==> src/mode_sel_pkg.sv <==
// Purpose: Shared constants and types for the operation mode selector.
// Assumes: One 40 MHz control clock, asynchronous active-low reset.
// Notes:   Function codes are per-terminal, eight bits each.
package mode_sel_pkg;

  localparam logic [2:0] SEL_EXT_PU      = 3'h0;
  localparam logic [2:0] SEL_PU_FIXED    = 3'h1;
  localparam logic [2:0] SEL_EXT_FIXED   = 3'h2;
  localparam logic [2:0] SEL_COMB_1      = 3'h3;
  localparam logic [2:0] SEL_COMB_2      = 3'h4;
  localparam logic [2:0] SEL_SWITCHOVER  = 3'h6;
  localparam logic [2:0] SEL_INTERLOCK   = 3'h7;
  localparam logic [2:0] SEL_RESET       = SEL_EXT_PU;

  localparam int SPEED_W = 16;
  localparam int TERM_N  = 5;
  localparam int FUNC_W  = 8;

  localparam logic [FUNC_W-1:0] FUNC_INTERLOCK   = 8'h0c;
  localparam logic [FUNC_W-1:0] FUNC_OUTPUT_STOP = 8'h18;

  // Synchronised pin vector layout
  localparam int PIN_FWD      = 0;
  localparam int PIN_REV      = 1;
  localparam int PIN_CUR_SEL  = 2;
  localparam int PIN_INCHING  = 3;
  localparam int PIN_PRESET   = 4;
  localparam int KEY_FWD      = 5;
  localparam int KEY_REV      = 6;
  localparam int KEY_STOP     = 7;
  localparam int KEY_PU       = 8;
  localparam int KEY_EXT      = 9;
  localparam int PIN_TERM0    = 10;
  localparam int SYNC_W       = PIN_TERM0 + TERM_N;
  localparam int KEY_N        = 5;

  typedef enum logic [3:0] {
    MODE_EXT  = 4'h1,
    MODE_PU   = 4'h2,
    MODE_NET  = 4'h4,
    MODE_COMB = 4'h8
  } op_mode_t;

endpackage

==> src/pin_sync.sv <==
// Purpose: Two-stage synchroniser for all asynchronous pin inputs.
// Assumes: Pins are slow levels; no pulse shorter than two clocks.
// Notes:   First stage is read only by the second stage.
`timescale 1ns/1ps
module pin_sync (
  input  wire logic                          clk,
  input  wire logic                          arst_n,
  input  wire logic [mode_sel_pkg::SYNC_W-1:0] pins_async,
  output logic      [mode_sel_pkg::SYNC_W-1:0] pins_sync
);

  typedef struct packed {
    logic [mode_sel_pkg::SYNC_W-1:0] meta;
    logic [mode_sel_pkg::SYNC_W-1:0] stable;
  } sync_t;

  sync_t s_reg;
  sync_t s_next;

  always_comb begin
    s_next.meta   = pins_async;
    s_next.stable = s_reg.meta;
  end

  always_ff @(posedge clk or negedge arst_n) begin
    if (!arst_n) begin
      s_reg <= '0;
    end else begin
      s_reg <= s_next;
    end
  end

  assign pins_sync = s_reg.stable;

endmodule

==> src/op_mode_selector.sv <==
// Purpose: Picks start and speed command sources from the mode setting.
// Assumes: Panel keys and terminals are raw pins; link strobes are
//          one-cycle pulses on clk; motor_running comes from clk logic.
// Notes:   Output-stop function code is a local choice.
//
// Overview of operation
// RQ1 - Settings 0 and 2 come up in external-terminal mode after reset.
// RQ2 - Setting 2 stays external; switching to panel mode is refused.
// RQ3 - Setting 0 lets a panel key move from external to panel mode.
// RQ4 - External mode: start from start pins, speed from terminals 2/4, presets, inching.
// RQ5 - External mode refuses panel parameter writes except designated ones; in setting 7 the code accepts them while the interlock is on.
// RQ6 - Setting 1 starts in panel mode and never changes mode.
// RQ7 - Setting 3: panel speed, external start switch, no mode changes.
// RQ8 - Setting 3: preset speed beats panel; current select picks terminal 4.
// RQ9 - Setting 4: external speed, panel start keys, no mode changes.
// RQ10 - Setting 6 allows panel, external, network switching while running.
// RQ11 - Running switch from external keeps direction and speed until a new panel or link command.
// RQ12 - Panel external key returns to external; external pins then rule.
// RQ13 - Panel to network by link command keeps panel direction and speed.
// RQ14 - Network master sends a command to return to external mode.
// RQ15 - Network to panel by panel key keeps network direction and speed.
// RQ16 - Setting 7 forces external mode while the interlock input is off.
// RQ17 - Interlock binds to any terminal whose function code equals 12.
// RQ18 - Without interlock terminal, an output-stop terminal acts as interlock.
// RQ19 - Interlock on: all switching allowed, output stopped in external mode.
// RQ20 - Interlock off: only mode-select writes accepted.
// RQ21 - Panel stop key works in every mode in the initial configuration.
// RQ22 - Mode select takes 0-4, 6, 7, reset 0, written only when stopped.
// RQ23 - Mode held in one-hot state; illegal select writes leave value intact.
`timescale 1ns/1ps
module op_mode_selector (
  input  wire logic                        clk,
  input  wire logic                        arst_n,
  input  wire logic                        forward_start_input,
  input  wire logic                        reverse_start_input,
  input  wire logic                        current_input_select,
  input  wire logic                        inching_speed_input,
  input  wire logic                        preset_speed_input,
  input  wire logic [mode_sel_pkg::TERM_N-1:0] term_pins,
  input  wire logic [mode_sel_pkg::TERM_N*mode_sel_pkg::FUNC_W-1:0]
                                           input_function_codes,
  input  wire logic [mode_sel_pkg::SPEED_W-1:0] terminal_2_speed,
  input  wire logic [mode_sel_pkg::SPEED_W-1:0] terminal_4_speed,
  input  wire logic [mode_sel_pkg::SPEED_W-1:0] preset_speed,
  input  wire logic [mode_sel_pkg::SPEED_W-1:0] inching_speed,
  input  wire logic                        panel_fwd_key,
  input  wire logic                        panel_rev_key,
  input  wire logic                        panel_stop_key,
  input  wire logic                        panel_mode_key,
  input  wire logic                        panel_ext_key,
  input  wire logic [mode_sel_pkg::SPEED_W-1:0] panel_speed,
  input  wire logic                        panel_speed_set,
  input  wire logic                        net_fwd,
  input  wire logic                        net_rev,
  input  wire logic [mode_sel_pkg::SPEED_W-1:0] net_speed,
  input  wire logic                        net_cmd_valid,
  input  wire logic                        net_to_ext_cmd,
  input  wire logic                        net_to_net_cmd,
  input  wire logic                        motor_running,
  input  wire logic                        stop_key_select,
  input  wire logic                        write_protect_select,
  input  wire logic                        wr_req,
  input  wire logic                        wr_is_mode_select,
  input  wire logic                        wr_ext_writable,
  input  wire logic [2:0]                  wr_mode_value,
  output logic                             wr_ack,
  output logic                             wr_nak,
  output logic [2:0]                       operation_mode_select,
  output logic [3:0]                       op_mode,
  output logic                             run_forward,
  output logic                             run_reverse,
  output logic [mode_sel_pkg::SPEED_W-1:0] speed_cmd,
  output logic                             output_stop,
  output logic                             interlock_active
);

  localparam int SPD       = mode_sel_pkg::SPEED_W;
  localparam int TERM_N    = mode_sel_pkg::TERM_N;
  localparam int FUNC_W    = mode_sel_pkg::FUNC_W;

  typedef struct packed {
    mode_sel_pkg::op_mode_t          mode;
    logic [2:0]                      select;
    logic                            hold_valid;
    logic                            hold_fwd;
    logic                            hold_rev;
    logic [SPD-1:0]                  hold_speed;
    logic                            panel_fwd;
    logic                            panel_rev;
    logic                            stop_latch;
    logic [mode_sel_pkg::KEY_N-1:0]  key_prev;
    logic                            run_fwd;
    logic                            run_rev;
    logic [SPD-1:0]                  speed;
    logic                            out_stop;
    logic                            ilk;
    logic                            wr_ack;
    logic                            wr_nak;
  } state_t;

  state_t s_reg;
  state_t s_next;

  logic [mode_sel_pkg::SYNC_W-1:0] pins_sync;

  pin_sync u_sync (
    .clk        (clk),
    .arst_n     (arst_n),
    .pins_async ({term_pins, panel_ext_key, panel_mode_key,
                  panel_stop_key, panel_rev_key, panel_fwd_key,
                  preset_speed_input, inching_speed_input,
                  current_input_select, reverse_start_input,
                  forward_start_input}),
    .pins_sync  (pins_sync)
  );

  function automatic logic select_legal(input logic [2:0] v);
    return (v != 3'h5);
  endfunction

  function automatic mode_sel_pkg::op_mode_t power_on_mode(
      input logic [2:0] v);
    unique case (v)
      mode_sel_pkg::SEL_PU_FIXED: return mode_sel_pkg::MODE_PU;
      mode_sel_pkg::SEL_COMB_1,
      mode_sel_pkg::SEL_COMB_2:   return mode_sel_pkg::MODE_COMB;
      default:                    return mode_sel_pkg::MODE_EXT;
    endcase
  endfunction

  // Returns {assigned, level} for terminals carrying one function code
  function automatic logic [1:0] term_match(
      input logic [TERM_N*FUNC_W-1:0] codes,
      input logic [TERM_N-1:0]        pins,
      input logic [FUNC_W-1:0]        code);
    logic [1:0] r;
    r = 2'h0;
    for (int i = 0; i < TERM_N; i++) begin
      if (codes[i*FUNC_W +: FUNC_W] == code) begin
        r[1] = 1'b1;
        r[0] = r[0] | pins[i];
      end
    end
    return r;
  endfunction

  // Terminal 2/4, preset and inching speed priority
  function automatic logic [SPD-1:0] ext_speed(
      input logic inch, input logic pre, input logic cur,
      input logic [SPD-1:0] s_inch, input logic [SPD-1:0] s_pre,
      input logic [SPD-1:0] s_t4, input logic [SPD-1:0] s_t2);
    if (inch) begin
      return s_inch;
    end else if (pre) begin
      return s_pre;
    end else if (cur) begin
      return s_t4;
    end
    return s_t2;
  endfunction

  logic [TERM_N-1:0]              term_s;
  logic [mode_sel_pkg::KEY_N-1:0] keys_now;
  logic [mode_sel_pkg::KEY_N-1:0] press;
  logic [1:0]                     m_ilk;
  logic [1:0]                     m_stop;
  logic                           ilk_on;
  logic                           stopped;
  logic                           want_pu;
  logic                           want_ext;
  logic                           want_net;
  logic                           may_switch;
  logic                           wr_ok;
  logic                           cmd_fwd;
  logic                           cmd_rev;
  logic [SPD-1:0]                 cmd_speed;
  logic [SPD-1:0]                 spd_ext;
  mode_sel_pkg::op_mode_t         target;

  always_comb begin
    s_next        = s_reg;
    s_next.wr_ack = 1'b0;
    s_next.wr_nak = 1'b0;
    term_s   = pins_sync[mode_sel_pkg::PIN_TERM0 +: TERM_N];
    keys_now = pins_sync[mode_sel_pkg::KEY_FWD +: mode_sel_pkg::KEY_N];
    press    = keys_now & ~s_reg.key_prev;
    s_next.key_prev = keys_now;
    stopped  = !motor_running;

    // RQ17 interlock terminal binding
    m_ilk  = term_match(input_function_codes, term_s,
                        mode_sel_pkg::FUNC_INTERLOCK);
    m_stop = term_match(input_function_codes, term_s,
                        mode_sel_pkg::FUNC_OUTPUT_STOP);
    // RQ18 output-stop stands in for interlock
    if (m_ilk[1]) begin
      ilk_on = m_ilk[0];
    end else if (m_stop[1]) begin
      ilk_on = m_stop[0];
    end else begin
      // Unassigned interlock must not lock the drive out
      ilk_on = 1'b1;
    end
    s_next.ilk = ilk_on;

    spd_ext = ext_speed(pins_sync[mode_sel_pkg::PIN_INCHING],
                        pins_sync[mode_sel_pkg::PIN_PRESET],
                        pins_sync[mode_sel_pkg::PIN_CUR_SEL],
                        inching_speed, preset_speed,
                        terminal_4_speed, terminal_2_speed);

    // RQ3 panel key request
    want_pu  = press[mode_sel_pkg::KEY_PU - mode_sel_pkg::KEY_FWD];
    // RQ12 panel external key
    want_ext = press[mode_sel_pkg::KEY_EXT - mode_sel_pkg::KEY_FWD];
    // RQ14 link command back to external
    want_ext = want_ext | net_to_ext_cmd;
    want_net = net_to_net_cmd;

    if (want_ext) begin
      target = mode_sel_pkg::MODE_EXT;
    end else if (want_net) begin
      target = mode_sel_pkg::MODE_NET;
    end else begin
      target = mode_sel_pkg::MODE_PU;
    end

    may_switch = 1'b0;
    unique case (s_reg.select)
      mode_sel_pkg::SEL_EXT_PU: may_switch = stopped;
      // RQ2 external fixed, network only
      mode_sel_pkg::SEL_EXT_FIXED:
        may_switch = stopped && (target != mode_sel_pkg::MODE_PU);
      // RQ10 switchover while running
      mode_sel_pkg::SEL_SWITCHOVER: may_switch = 1'b1;
      // RQ19 interlock on permits switching
      mode_sel_pkg::SEL_INTERLOCK: may_switch = stopped && ilk_on;
      // RQ6 RQ7 RQ9 fixed modes refuse
      default: may_switch = 1'b0;
    endcase

    if ((want_pu || want_ext || want_net) && may_switch
        && target != s_reg.mode) begin
      // RQ11 RQ13 RQ15 keep direction and speed
      if (target != mode_sel_pkg::MODE_EXT && motor_running) begin
        s_next.hold_valid = 1'b1;
        s_next.hold_fwd   = s_reg.run_fwd;
        s_next.hold_rev   = s_reg.run_rev;
        s_next.hold_speed = s_reg.speed;
        s_next.panel_fwd  = s_reg.run_fwd;
        s_next.panel_rev  = s_reg.run_rev;
      end else begin
        // RQ12 external pins take over
        s_next.hold_valid = 1'b0;
      end
      s_next.mode = target;
    end

    // New source command retires the retained values
    if ((s_reg.mode == mode_sel_pkg::MODE_PU && panel_speed_set) ||
        (s_reg.mode == mode_sel_pkg::MODE_NET && net_cmd_valid)) begin
      s_next.hold_valid = 1'b0;
    end

    // Panel run keys latch direction
    if (s_reg.mode == mode_sel_pkg::MODE_PU ||
        (s_reg.mode == mode_sel_pkg::MODE_COMB &&
         s_reg.select == mode_sel_pkg::SEL_COMB_2)) begin
      if (press[0]) begin
        s_next.panel_fwd  = 1'b1;
        s_next.panel_rev  = 1'b0;
        s_next.stop_latch = 1'b0;
      end else if (press[1]) begin
        s_next.panel_fwd  = 1'b0;
        s_next.panel_rev  = 1'b1;
        s_next.stop_latch = 1'b0;
      end
    end

    cmd_fwd   = 1'b0;
    cmd_rev   = 1'b0;
    cmd_speed = spd_ext;
    unique case (s_reg.mode)
      // RQ4 external sources
      mode_sel_pkg::MODE_EXT: begin
        cmd_fwd   = pins_sync[mode_sel_pkg::PIN_FWD];
        cmd_rev   = pins_sync[mode_sel_pkg::PIN_REV];
        cmd_speed = spd_ext;
      end
      mode_sel_pkg::MODE_PU: begin
        cmd_fwd   = s_reg.panel_fwd;
        cmd_rev   = s_reg.panel_rev;
        cmd_speed = s_reg.hold_valid ? s_reg.hold_speed : panel_speed;
      end
      mode_sel_pkg::MODE_NET: begin
        cmd_fwd   = s_reg.hold_valid ? s_reg.hold_fwd : net_fwd;
        cmd_rev   = s_reg.hold_valid ? s_reg.hold_rev : net_rev;
        cmd_speed = s_reg.hold_valid ? s_reg.hold_speed : net_speed;
      end
      mode_sel_pkg::MODE_COMB: begin
        if (s_reg.select == mode_sel_pkg::SEL_COMB_1) begin
          // RQ7 RQ8 panel speed, preset and terminal 4 override
          cmd_fwd = pins_sync[mode_sel_pkg::PIN_FWD];
          cmd_rev = pins_sync[mode_sel_pkg::PIN_REV];
          if (pins_sync[mode_sel_pkg::PIN_PRESET]) begin
            cmd_speed = preset_speed;
          end else if (pins_sync[mode_sel_pkg::PIN_CUR_SEL]) begin
            cmd_speed = terminal_4_speed;
          end else begin
            cmd_speed = panel_speed;
          end
        end else begin
          // RQ9 external speed, panel start
          cmd_fwd   = s_reg.panel_fwd;
          cmd_rev   = s_reg.panel_rev;
          cmd_speed = spd_ext;
        end
      end
    endcase

    // RQ21 stop key in every mode
    if (press[2] && (stop_key_select ||
                     s_reg.mode == mode_sel_pkg::MODE_PU)) begin
      s_next.stop_latch = 1'b1;
      s_next.panel_fwd  = 1'b0;
      s_next.panel_rev  = 1'b0;
    end else if (!cmd_fwd && !cmd_rev) begin
      // Released start lets the stop latch go
      s_next.stop_latch = 1'b0;
    end

    // RQ19 output stop in external mode under interlock
    s_next.out_stop =
      (s_reg.select == mode_sel_pkg::SEL_INTERLOCK && ilk_on &&
       s_reg.mode == mode_sel_pkg::MODE_EXT) ||
      (m_stop[0] && !(s_reg.select == mode_sel_pkg::SEL_INTERLOCK &&
                      !m_ilk[1]));
    s_next.run_fwd = cmd_fwd && !cmd_rev && !s_reg.stop_latch;
    s_next.run_rev = cmd_rev && !cmd_fwd && !s_reg.stop_latch;
    s_next.speed   = cmd_speed;

    wr_ok = 1'b0;
    if (wr_req) begin
      if (wr_is_mode_select) begin
        // RQ22 RQ23 legal values, only when stopped
        wr_ok = stopped && select_legal(wr_mode_value) &&
                !write_protect_select;
      end else if (s_reg.select == mode_sel_pkg::SEL_INTERLOCK) begin
        // RQ20 interlock off blocks writes
        wr_ok = s_reg.ilk && !write_protect_select;
      end else begin
        // RQ5 external mode write refusal
        wr_ok = !write_protect_select &&
                (s_reg.mode != mode_sel_pkg::MODE_EXT || wr_ext_writable);
      end
      s_next.wr_ack = wr_ok;
      s_next.wr_nak = !wr_ok;
    end
    if (wr_req && wr_is_mode_select && wr_ok) begin
      s_next.select     = wr_mode_value;
      s_next.mode       = power_on_mode(wr_mode_value);
      s_next.hold_valid = 1'b0;
      s_next.panel_fwd  = 1'b0;
      s_next.panel_rev  = 1'b0;
    end

    // RQ16 forced external mode
    if (s_next.select == mode_sel_pkg::SEL_INTERLOCK && !ilk_on) begin
      s_next.mode       = mode_sel_pkg::MODE_EXT;
      s_next.hold_valid = 1'b0;
    end
  end

  always_ff @(posedge clk or negedge arst_n) begin
    if (!arst_n) begin
      s_reg        <= '0;
      // RQ1 external mode after power-on
      s_reg.mode   <= mode_sel_pkg::MODE_EXT;
      s_reg.select <= mode_sel_pkg::SEL_RESET;
      s_reg.ilk    <= 1'b1;
    end else begin
      s_reg <= s_next;
    end
  end

  assign wr_ack                = s_reg.wr_ack;
  assign wr_nak                = s_reg.wr_nak;
  assign operation_mode_select = s_reg.select;
  assign op_mode               = s_reg.mode;
  assign run_forward           = s_reg.run_fwd && !s_reg.out_stop;
  assign run_reverse           = s_reg.run_rev && !s_reg.out_stop;
  assign speed_cmd             = s_reg.speed;
  assign output_stop           = s_reg.out_stop;
  assign interlock_active      = s_reg.ilk;

endmodule

==> config.mk <==
export PLATFORM = sky130hd
export DESIGN_NAME = op_mode_selector
export DESIGN_NICKNAME = d
export VERILOG_FILES = /design/src/mode_sel_pkg.sv /design/src/pin_sync.sv /design/src/op_mode_selector.sv
export SDC_FILE = /design/constraint.sdc
export NUM_CORES = 1
export LEC_CHECK = 0
export BUFFER_PORTS_ARGS = -buffer_cell sky130_fd_sc_hd__buf_2
export CAP_MARGIN = 30
export CORE_ASPECT_RATIO = 0.5
export CORE_UTILIZATION = 48
export DETAILED_ROUTE_END_ITERATION = 12
export GPL_ROUTABILITY_DRIVEN = 0
export PLACE_DENSITY = 0.83
export SETUP_SLACK_MARGIN = 0.3
export SYNTH_ARGS = -nofsm -noshare
export SYNTH_HDL_FRONTEND = slang
export SYNTH_SLANG_ARGS = --single-unit
==> constraint.sdc <==
create_clock -name clk -period 2.7 [get_ports clk]
set_input_delay 0.135 -clock clk [delete_from_list [all_inputs] [get_ports clk]]
set_output_delay 0.135 -clock clk [all_outputs]
set_load 0.05 [all_outputs]
Word-level counts from Yosys, hierarchy flattened
Index checks and enable logic that the tools add are counted.
{ "totals": {"regBits": 86, "latch_bits": 0, "ram_bits": 0, "romBits": 0, "input_bits": 168, "mem_count": 0} }
{ "classes": {"addsub": 0, "multipliers": 0, "div": 0, "order_cmp": 0, "eq_ne": 28, "n_shift": 0, "muxes": 55, "bitwise": 11, "n_reduce_logical": 52} }
{ "op_table": {"columns": ["op", "n"], "rows": [
  ["$mux W16", 9],
  ["$pmux W16 S4", 1],
  ["$eq A8 B4 Y1 const B", 5],
  ["$eq A8 B5 Y1 const B", 5],
  ["$logic_and A1 B1 Y1", 27],
  ["$mux W2", 13],
  ["$mux W21", 1],
  ["$mux W20", 1],
  ["$mux W1", 18],
  ["$eq A3 B3 Y1 const B", 5],
  ["$mux W3", 5],
  ["$pmux W1 S4", 3],
  ["$logic_not A1 Y1", 10],
  ["$eq A3 B2 Y1 const B", 3],
  ["$or A1 B1 Y1", 9],
  ["$mux W4", 2],
  ["$mux W8", 1],
  ["$ne A4 B1 Y1 const B", 2],
  ["$pmux W4 S2", 1],
  ["$reduce_bool A4 Y1", 2],
  ["$logic_or A1 B1 Y1", 7],
  ["$reduce_bool A3 Y1", 2],
  ["$and A5 B5 Y5", 1],
  ["$not A5 Y5", 1],
  ["11 further kinds", 12]
]} }

Longest topological paths before layout
Gate-level depths: netlist of the first run.
{ "logic_depth": {"depth_word": 22, "mapped_depth": 8, "depth_no_buf": 8} }

Cells and area by module
A second synthesis of the first run with hierarchy kept.
{ "unflattened": {"cells_unflattened": 506, "hier_area_um2": 4754.6} }
{ "modules_own_cells": {"columns": ["module", "instances", "cells_per_inst", "area_each_um2", "seq_area_each_um2"], "rows": [
  ["op_mode_selector", 1, 476, 4003.8, 1403.8],
  ["pin_sync", 1, 30, 750.7, 750.7]
]} }

Least setup slack after synthesis of the first run
No wires, ideal clock.
{ "synth_timing": {"kind": "flip-flop to flip-flop", "start": "register s_reg (netlist bit op_mode[0])", "end": "register s_reg[30] (netlist bit)", "t_arrival_ns": 2.290, "path_slack_ns": 0.283, "path_stages_with_launch": 7, "path_buffers": 1, "path_cell_list": "dfstp_2 nor4_1 or3b_1 a221o_1 or4_4 buf_6 mux2_1"} }
{ "synth_via": {"elab_chain_cells": 3} }
{ "synth_rtl": {"columns": ["element", "line_no", "rtl"], "rows": [
  ["start: declaration", "op_mode_selector.sv:101", "state_t s_reg;"],
  ["start signal: assignment", "op_mode_selector.sv:382", "s_reg <= s_next;"],
  ["$ne A4 B4 Y1", "op_mode_selector.sv:243", "&& target != s_reg.mode) begin"],
  ["$logic_and A1 B1 Y1", "op_mode_selector.sv:243", null],
  ["$reduce_and A2 Y1 (no source line)", null, null]
]} }
No other way between the ends.
A chain may end at the register's enable or synchronous reset.

Final worst setup path of the first run
{ "layout_timing": {"start": "register s_reg (netlist bit op_mode[0])", "end": "register s_reg[45] (netlist bit)"} }
The elaborated chain is that of the path after synthesis.

==> impl_results.html, run 1 <==
<table>
<tr><th>Metric</th><th>Value</th></tr>
<tr><th colspan="2">Clock tree</th></tr>
<tr><td>H-Tree Level Count</td><td>3</td></tr>
<tr><td>Clock tree from TritonCTS</td><td>built</td></tr>
<tr><td>Num CTS Buffers</td><td>9</td></tr>
<tr><td>Clock input transition at the sequential cells of the worst setup and hold paths</td><td>0.07 ns</td></tr>
<tr><td>Clk Tree Root Cell</td><td>clkbuf_16</td></tr>
<tr><td>Clock latency on the worst-skew pair</td><td>0.34 ns</td></tr>
<tr><td>Count of clock tree sinks</td><td>86</td></tr>
<tr><td>Clk buf depth</td><td>2</td></tr>
<tr><th colspan="2">Yosys</th></tr>
<tr><td>Share of the synthesized area in compound gates (AO/OA/AOI/OAI)</td><td>23.1%</td></tr>
<tr><td>Fraction of synthesized area in multiplexers</td><td>5.74%</td></tr>
<tr><td>Post-Synth XOR/XNOR Area</td><td>0%</td></tr>
<tr><td>Yosys synthesis warning count</td><td>0</td></tr>
<tr><td>Post-synthesis sequential area ratio</td><td>46.4%</td></tr>
<tr><td>Post-synthesis average cell area</td><td>9.43 sq um</td></tr>
<tr><td>Share of synthesized registers carrying an async set or reset</td><td>100%</td></tr>
<tr><td>Simple-gate share of the synthesized area</td><td>17.7%</td></tr>
<tr><td>Total nets after synthesis</td><td>660</td></tr>
<tr><td>Number of enable-type register cells in the synthesized netlist</td><td>0</td></tr>
<tr><td>Distinct cell type count after synthesis</td><td>57</td></tr>
<tr><td>Synthesized instance count</td><td>492</td></tr>
<tr><td>Main combinational cell family by area after synthesis</td><td>compound AO/OA/AOI/OAI gates</td></tr>
<tr><td>Primary flip-flop cell chosen by synthesis mapping</td><td>dfrtp_1</td></tr>
<tr><td>Cells taking the most area after synthesis</td><td>dfrtp_1, a21oi_1, mux2_1</td></tr>
<tr><td>Post-synthesis register bit count</td><td>86</td></tr>
<tr><td>Adder-cell area share of the yosys netlist</td><td>0%</td></tr>
<tr><td>Fraction of synthesized cell area taken by the top area cell type</td><td>45.3%</td></tr>
<tr><td>Biggest area consumer among synthesized cells</td><td>dfrtp_1</td></tr>
<tr><td>Combined area of all synthesized cells</td><td>4640 sq um</td></tr>
<tr><th colspan="2">Run status</th></tr>
<tr><td>Outcome</td><td>completed</td></tr>
<tr><th colspan="2">Timing</th></tr>
<tr><td>Number of hold-slack violations in the final timing report</td><td>0</td></tr>
<tr><td>Max-slew headroom at the worst pin</td><td>57.7%</td></tr>
<tr><td>Upper clock frequency limit</td><td>0.407 GHz</td></tr>
<tr><td>Setup slack after layout</td><td>0.245 ns</td></tr>
<tr><td>Final critical-path required period</td><td>2.46 ns</td></tr>
<tr><td>Actual slew at the worst max-slew pin</td><td>0.626 ns</td></tr>
<tr><td>Count of pins over their slew limit</td><td>0</td></tr>
<tr><td>Setup TNS</td><td>0 ns</td></tr>
<tr><td>Final hold slack</td><td>0.0288 ns</td></tr>
<tr><td>Final setup fails</td><td>0</td></tr>
<tr><td>Layout Skew</td><td>0.00808 ns</td></tr>
<tr><td>Period Utilization, post-route</td><td>90.9%</td></tr>
<tr><td>RSZ-0062 raised after global routing</td><td>true</td></tr>
<tr><th colspan="2">GRT</th></tr>
<tr><td>Antenna violations before repair</td><td>0</td></tr>
<tr><td>Via count of the first global-routing pass</td><td>4,539</td></tr>
<tr><td>Met2 GRT Util</td><td>48.4%</td></tr>
<tr><td>Global-route wire length before repair</td><td>21,300 microns</td></tr>
<tr><td>Overall overflow remaining after global route</td><td>0</td></tr>
<tr><td>Met1 track demand over resource</td><td>32.2%</td></tr>
<tr><td>Pin count of the biggest net entering global routing</td><td>65</td></tr>
<tr><td>Global routing usage on met3</td><td>8.62%</td></tr>
<tr><td>Most Used Layer, Global Route</td><td>met2</td></tr>
<tr><td>GRT Total Usage</td><td>27.3%</td></tr>
<tr><th colspan="2">Finish</th></tr>
<tr><td>Finished layout cell area</td><td>6150 sq um</td></tr>
<tr><td>Number of nets in the final layout</td><td>848</td></tr>
<tr><td>Most common cell after layout, fill and taps aside</td><td>buf_2</td></tr>
<tr><td>Number of flip-flops under the largest register name</td><td>29</td></tr>
<tr><td>Share of the core filled with cells</td><td>68.0%</td></tr>
<tr><td>Layout cells sized above 1</td><td>36.2%</td></tr>
<tr><td>Number of inserted diodes</td><td>0</td></tr>
<tr><td>Commonest cells after routing, fill and taps aside</td><td>buf_2, dfrtp_1, a21oi_1, nor2_1, nand2_1</td></tr>
<tr><td>Synth-to-Final Area Change</td><td>32.5%</td></tr>
<tr><td>Final-layout fill cell count</td><td>719</td></tr>
<tr><td>Final std cells w/o fill</td><td>815</td></tr>
<tr><th colspan="2">Floorplan</th></tr>
<tr><td>Number of placement rows</td><td>24</td></tr>
<tr><td>Initial Utilization</td><td>51.3%</td></tr>
<tr><td>Core footprint</td><td>9040 sq um</td></tr>
<tr><td>I/O pin cnt</td><td>197</td></tr>
<tr><td>Area of the die</td><td>10,100 sq um</td></tr>
<tr><td>Chip Width</td><td>141 microns</td></tr>
<tr><td>Die Span Y</td><td>71.5 microns</td></tr>
<tr><th colspan="2">Power and ir drop</th></tr>
<tr><td>Internal power consumption</td><td>2.87 mW</td></tr>
<tr><td>Combinational fraction of design power</td><td>35.4%</td></tr>
<tr><td>Sw power</td><td>1.81 mW</td></tr>
<tr><td>Leak Pwr</td><td>2.96 nW</td></tr>
<tr><td>Post-layout power</td><td>4.67 mW</td></tr>
<tr><td>Sw Ratio</td><td>38.6%</td></tr>
<tr><td>Sequential share of power</td><td>37.5%</td></tr>
<tr><td>Worst VDD drop</td><td>328 uV</td></tr>
<tr><td>PwrDens</td><td>760 nW/um^2</td></tr>
<tr><td>Fraction of power consumed by the clock network</td><td>27.1%</td></tr>
<tr><th colspan="2">Run</th></tr>
<tr><td>Maxcap violations</td><td>0</td></tr>
<tr><th colspan="2">Detailed routing</th></tr>
<tr><td>Detailed-routing iteration count for the pre-antenna-repair pass</td><td>5</td></tr>
<tr><td>Antenna violation net count after detailed routing</td><td>0</td></tr>
<tr><td>Average wire length per cell after detail routing</td><td>15.9 microns</td></tr>
<tr><td>Overall routed net length</td><td>12,900 microns</td></tr>
<tr><td>1st-iter DRT viols</td><td>288</td></tr>
<tr><td>Remaining DRCs</td><td>0</td></tr>
<tr><td>Post-DR vias/cell</td><td>5.62</td></tr>
<tr><td>Total number of vias</td><td>4,580</td></tr>
<tr><th colspan="2">Critical path</th></tr>
<tr><td>Kind of start point of the critical path</td><td>flip-flop</td></tr>
<tr><td>Kind of critical path</td><td>reg -&gt; reg</td></tr>
<tr><td>Maximum fanout along the worst path</td><td>16</td></tr>
<tr><td>Arrival time at the worst endpoint</td><td>2.67 ns</td></tr>
<tr><td>Required time at the worst-slack endpoint</td><td>2.92 ns</td></tr>
<tr><td>Critical path capture point type</td><td>flip-flop</td></tr>
<tr><th colspan="2">Hold path</th></tr>
<tr><td>Min-Delay Path Class</td><td>in -&gt; reg</td></tr>
<tr><th colspan="2">Placed design</th></tr>
<tr><td>Placed Instances</td><td>778</td></tr>
<tr><td>Port bufs</td><td>196</td></tr>
<tr><td>Placement-stage worst setup slack</td><td>0.148 ns</td></tr>
<tr><td>Post-detail-place hpwl</td><td>9250 microns</td></tr>
<tr><td>Post-Place Cell Area</td><td>5630 sq um</td></tr>
</table>
==> power groups by stage <==
stage | logic, mW | clock network (mW) | registers (mW)
floorplan | 1.30 | 0 | 1.71
global placement | 1.55 | 0 | 1.76
detailed placement | 1.58 | 0 | 1.78
CTS | 1.63 | 1.29 | 1.75
global route | 1.77 | 1.36 | 1.79
finish | 1.65 | 1.27 | 1.75
==> worst max-delay path: stages (launching register included) <==
cell and delay [ns]:
dfstp_2 0.54, nor4_2 0.06, or3b_1 0.37, a221o_1 0.37
or4_4 0.48, buf_12 0.18, mux2_1 0.32
==> layer usage <==
| layer | share of wire, % | wire length, microns |
|---|---|---|
| met3 | 6.6 | 848 |
| met2 | 49 | 6330 |
| met4 | 2.3 | 301 |
| met5 | 0 | 0 |
| met1 | 42 | 5440 |
==> timing repair <==
action                                  4_1_cts  5_1_grt
hold endpoints to repair                     59        0
resized for setup                             1        3
buffers inserted                              4        1
hold buffers                                 16        0
endpoints found under the setup margin       37       37
pin swaps                                     2        1
==> Yosys cell counts (6+ instances only) <==
cell type	instances
a21oi_1	72
a221oi_1	16
a22oi_1	18
and4b_1	6
buf_4	23
clkbuf_1	24
dfrtp_1	84
inv_1	6
mux2_1	19
nand2_1	35
nand2b_1	21
nor2_1	48
nor2b_1	6
nor4b_1	7
o21ai_0	22
o22ai_1	16
==> area by class of cell <==
class / instances / area [sq um] / share of cell area, %
multi-input cells: 347 / 2190 / 35.7
flip-flops and latches: 86 / 2160 / 35.1
inverters: 7 / 26.3 / 0.428
clock inverters: 6 / 68.8 / 1.12
repair buffers: 229 / 1300 / 21.2
clock buffers: 10 / 239 / 3.89
well taps: 130 / 163 / 2.65
==> worst paths after layout <==
path	from	end	slack (ns)	cells after the start
min in group asynchronous	arst_n	u_sync.s_next[2]	0.34	2
worst min register to register	u_sync.s_next[11]	u_sync.pins_sync[11]	0.35	0
worst min-delay path	wr_mode_value[1]	op_mode[1]	0.03	2
worst max register to register	op_mode[0]	s_reg[45]	0.24	6
worst max-delay path	op_mode[0]	s_reg[45]	0.24	6
max in group asynchronous	arst_n	interlock_active	1.67	3
==> cells by family after synthesis <==
kind of cell           after synthesis
AOI/OAI and AO/OA                  169
and+or+nand+nor                    154
DFF                                 86
buffers and inverters               59
muxes                               24
No activity file was read; power rests on OpenSTA's default activity.
==> run 2: changes to the inputs <==
--- a/config.mk
+++ b/config.mk
@@ -7,12 +7,15 @@
 export LEC_CHECK = 0
 export BUFFER_PORTS_ARGS = -buffer_cell sky130_fd_sc_hd__buf_2
 export CAP_MARGIN = 30
+export CELL_PAD_IN_SITES_DETAIL_PLACEMENT = 1
+export CELL_PAD_IN_SITES_GLOBAL_PLACEMENT = 1
 export CORE_ASPECT_RATIO = 0.5
-export CORE_UTILIZATION = 48
+export CORE_UTILIZATION = 35
 export DETAILED_ROUTE_END_ITERATION = 12
 export GPL_ROUTABILITY_DRIVEN = 0
 export PLACE_DENSITY = 0.83
 export SETUP_SLACK_MARGIN = 0.3
+export SLEW_MARGIN = 20
 export SYNTH_ARGS = -nofsm -noshare
 export SYNTH_HDL_FRONTEND = slang
 export SYNTH_SLANG_ARGS = --single-unit
==> run 2 against run 1 <==
Net effect:
- core utilization fell by 19 points
- largest cell class unchanged
- routed wire length grew 20%
- non-clock buffer count rose by 6
- combinational power rose by 4%
- register-to-register slack got worse by 0.05 ns
==> impl_results.html, run 2 (same netlist as run 1, synthesis figures left out) <==
<table>
<tr><th>Metric</th><th>Value</th></tr>
<tr><th colspan="2">Finish</th></tr>
<tr><td>Number of flip-flops under the largest register name</td><td>29 (unchanged)</td></tr>
<tr><td>Final-layout fill cell count</td><td>1,526 (was 719)</td></tr>
<tr><td>Most common cell after layout, fill and taps aside</td><td>buf_2 (unchanged)</td></tr>
<tr><td>Share of the core filled with cells</td><td>48.7% (was 68.0%)</td></tr>
<tr><td>Final std cells w/o fill</td><td>862 (was 815)</td></tr>
<tr><td>Commonest cells after routing, fill and taps aside</td><td>buf_2, dfrtp_1, a21oi_1, nor2_1, nand2_1 (unchanged)</td></tr>
<tr><td>Finished layout cell area</td><td>6230 sq um (was 6150 sq um)</td></tr>
<tr><td>Synth-to-Final Area Change</td><td>34.4% (was 32.5%)</td></tr>
<tr><td>Layout cells sized above 1</td><td>36.6% (was 36.2%)</td></tr>
<tr><td>Number of nets in the final layout</td><td>854 (was 848)</td></tr>
<tr><th colspan="2">Critical path</th></tr>
<tr><td>Critical path capture point type</td><td>flip-flop (unchanged)</td></tr>
<tr><td>Required time at the worst-slack endpoint</td><td>2.91 ns (was 2.92 ns)</td></tr>
<tr><td>Arrival time at the worst endpoint</td><td>2.71 ns (was 2.67 ns)</td></tr>
<tr><td>Maximum fanout along the worst path</td><td>11 (was 16)</td></tr>
<tr><td>Kind of critical path</td><td>reg -&gt; reg (unchanged)</td></tr>
<tr><td>Kind of start point of the critical path</td><td>flip-flop (unchanged)</td></tr>
<tr><th colspan="2">Clock tree</th></tr>
<tr><td>Clk Tree Root Cell</td><td>clkbuf_16 (unchanged)</td></tr>
<tr><td>Clock latency on the worst-skew pair</td><td>0.34 ns (about the same)</td></tr>
<tr><td>Clk buf depth</td><td>2 (unchanged)</td></tr>
<tr><td>H-Tree Level Count</td><td>3 (unchanged)</td></tr>
<tr><td>Num CTS Buffers</td><td>9 (unchanged)</td></tr>
<tr><td>Clock input transition at the sequential cells of the worst setup and hold paths</td><td>0.07 ns (about the same)</td></tr>
<tr><td>Count of clock tree sinks</td><td>86 (unchanged)</td></tr>
<tr><td>Clock tree from TritonCTS</td><td>built (unchanged)</td></tr>
<tr><th colspan="2">Detailed routing</th></tr>
<tr><td>Detailed-routing iteration count for the pre-antenna-repair pass</td><td>4 (was 5)</td></tr>
<tr><td>Overall routed net length</td><td>15,500 microns (was 12,900 microns)</td></tr>
<tr><td>Antenna violation net count after detailed routing</td><td>0 (unchanged)</td></tr>
<tr><td>Post-DR vias/cell</td><td>5.32 (was 5.62)</td></tr>
<tr><td>1st-iter DRT viols</td><td>164 (was 288)</td></tr>
<tr><td>Remaining DRCs</td><td>0 (unchanged)</td></tr>
<tr><td>Total number of vias</td><td>4,587 (was 4,580)</td></tr>
<tr><td>Average wire length per cell after detail routing</td><td>18.0 microns (was 15.9 microns)</td></tr>
<tr><th colspan="2">Hold path</th></tr>
<tr><td>Min-Delay Path Class</td><td>in -&gt; reg (unchanged)</td></tr>
<tr><th colspan="2">Timing</th></tr>
<tr><td>Count of pins over their slew limit</td><td>0 (unchanged)</td></tr>
<tr><td>Upper clock frequency limit</td><td>0.400 GHz (was 0.407 GHz)</td></tr>
<tr><td>Layout Skew</td><td>0.0139 ns (was 0.00808 ns)</td></tr>
<tr><td>Final critical-path required period</td><td>2.50 ns (was 2.46 ns)</td></tr>
<tr><td>Period Utilization, post-route</td><td>92.6% (was 90.9%)</td></tr>
<tr><td>RSZ-0062 raised after global routing</td><td>true (unchanged)</td></tr>
<tr><td>Setup TNS</td><td>0 ns (unchanged)</td></tr>
<tr><td>Final hold slack</td><td>0.0242 ns (was 0.0288 ns)</td></tr>
<tr><td>Final setup fails</td><td>0 (unchanged)</td></tr>
<tr><td>Max-slew headroom at the worst pin</td><td>63.5% (was 57.7%)</td></tr>
<tr><td>Actual slew at the worst max-slew pin</td><td>0.540 ns (was 0.626 ns)</td></tr>
<tr><td>Number of hold-slack violations in the final timing report</td><td>0 (unchanged)</td></tr>
<tr><th colspan="2">Power and ir drop</th></tr>
<tr><td>Worst VDD drop</td><td>347 uV (was 328 uV)</td></tr>
<tr><td>PwrDens</td><td>758 nW/um^2 (was 760 nW/um^2)</td></tr>
<tr><td>Leak Pwr</td><td>2.99 nW (was 2.96 nW)</td></tr>
<tr><th colspan="2">Floorplan</th></tr>
<tr><td>Area of the die</td><td>13,700 sq um (was 10,100 sq um)</td></tr>
<tr><td>Initial Utilization</td><td>36.2% (was 51.3%)</td></tr>
<tr><td>I/O pin cnt</td><td>197 (unchanged)</td></tr>
<tr><td>Number of placement rows</td><td>29 (was 24)</td></tr>
<tr><td>Core footprint</td><td>12,800 sq um (was 9040 sq um)</td></tr>
<tr><td>Die Span Y</td><td>83.4 microns (was 71.5 microns)</td></tr>
<tr><td>Chip Width</td><td>165 microns (was 141 microns)</td></tr>
<tr><th colspan="2">Placed design</th></tr>
<tr><td>Port bufs</td><td>196 (unchanged)</td></tr>
<tr><td>Post-Place Cell Area</td><td>5700 sq um (was 5630 sq um)</td></tr>
<tr><td>Post-detail-place hpwl</td><td>11,500 microns (was 9250 microns)</td></tr>
<tr><td>Placed Instances</td><td>822 (was 778)</td></tr>
<tr><th colspan="2">GRT</th></tr>
<tr><td>Overall overflow remaining after global route</td><td>0 (unchanged)</td></tr>
<tr><td>Via count of the first global-routing pass</td><td>4,867 (was 4,539)</td></tr>
<tr><td>Global-route wire length before repair</td><td>24,600 microns (was 21,300 microns)</td></tr>
<tr><td>Pin count of the biggest net entering global routing</td><td>41 (was 65)</td></tr>
<tr><td>GRT Total Usage</td><td>23.3% (was 27.3%)</td></tr>
<tr><td>Antenna violations before repair</td><td>1 (was 0)</td></tr>
<tr><th colspan="2">Run status</th></tr>
<tr><td>Outcome</td><td>completed (unchanged)</td></tr>
<tr><th colspan="2">Run</th></tr>
<tr><td>Maxcap violations</td><td>0 (unchanged)</td></tr>
</table>
==> run 2: cell types whose count changed in the layout (fill, tap and decap cells not counted), sizes merged <==
cell	delta
diode	+1
buf	+6
==> run 2: what timing repair did <==
item	in CTS	in global routing
hold buffers	16	0
endpoints found under the hold margin	52	0
endpoints found under the setup margin	40	41
setup buffers	4	3
pin swaps	1	2
resized for setup	1	3
==> run 2: routing by layer <==
layer / global-route usage, % / wire length (microns)
met4: 7.17 / 269
met2: 41.5 / 7970
met5: 0 / 13
met3: 5.39 / 745
met1: 27.6 / 6500
==> run 2: report_power, final <==
part           switching (mW)  internal [mW]  leakage (nW)
Sequential              0.201           1.56          1.07
Combinational            1.15          0.566          1.78
Clock                   0.530          0.724         0.143
==> run 2: cell type report <==
type                    instances  area (sq um)  share of cell area [%]
diodes                          1          2.50                  0.0401
inverters                       7          26.3                   0.422
flip-flops and latches         86          2160                    34.6
clock inverters                 6          68.8                    1.10
repair buffers                235          1340                    21.5
well taps                     170           213                    3.41
clock buffers                  10           229                    3.67
multi-input cells             347          2200                    35.2
==> run 2: final timing paths <==
check / from / endpoint / slack [ns] / depth (start not counted)
worst max-delay path: op_mode[0] / s_reg[40] / 0.20 / 6
worst min register to register: u_sync.s_next[1] / u_sync.pins_sync[1] / 0.35 / 0
max in group asynchronous: arst_n / op_mode[0] / 1.63 / 3
min in group asynchronous: arst_n / s_reg[25] / 0.32 / 2
worst min-delay path: wr_mode_value[1] / op_mode[1] / 0.02 / 2
worst max register to register: op_mode[0] / s_reg[40] / 0.20 / 6
==> run 2: per-stage QoR <==
step           worst slack (ns)  total power [mW]
6_report                  0.200              4.73
5_1_grt                   0.144              4.97
4_1_cts                   0.210              4.72
3_5_place_dp             0.0638              3.42
3_3_place_gp              0.160              3.35
2_1_floorplan             0.309              3.01
==> run 2: worst max-delay path: stages, from the launching register on <==
cell,delay [ns]
dfstp_2,0.57
nor4_2,0.07
or3b_1,0.36
a221o_1,0.36
or4_4,0.51
buf_12,0.18
mux2_1,0.31
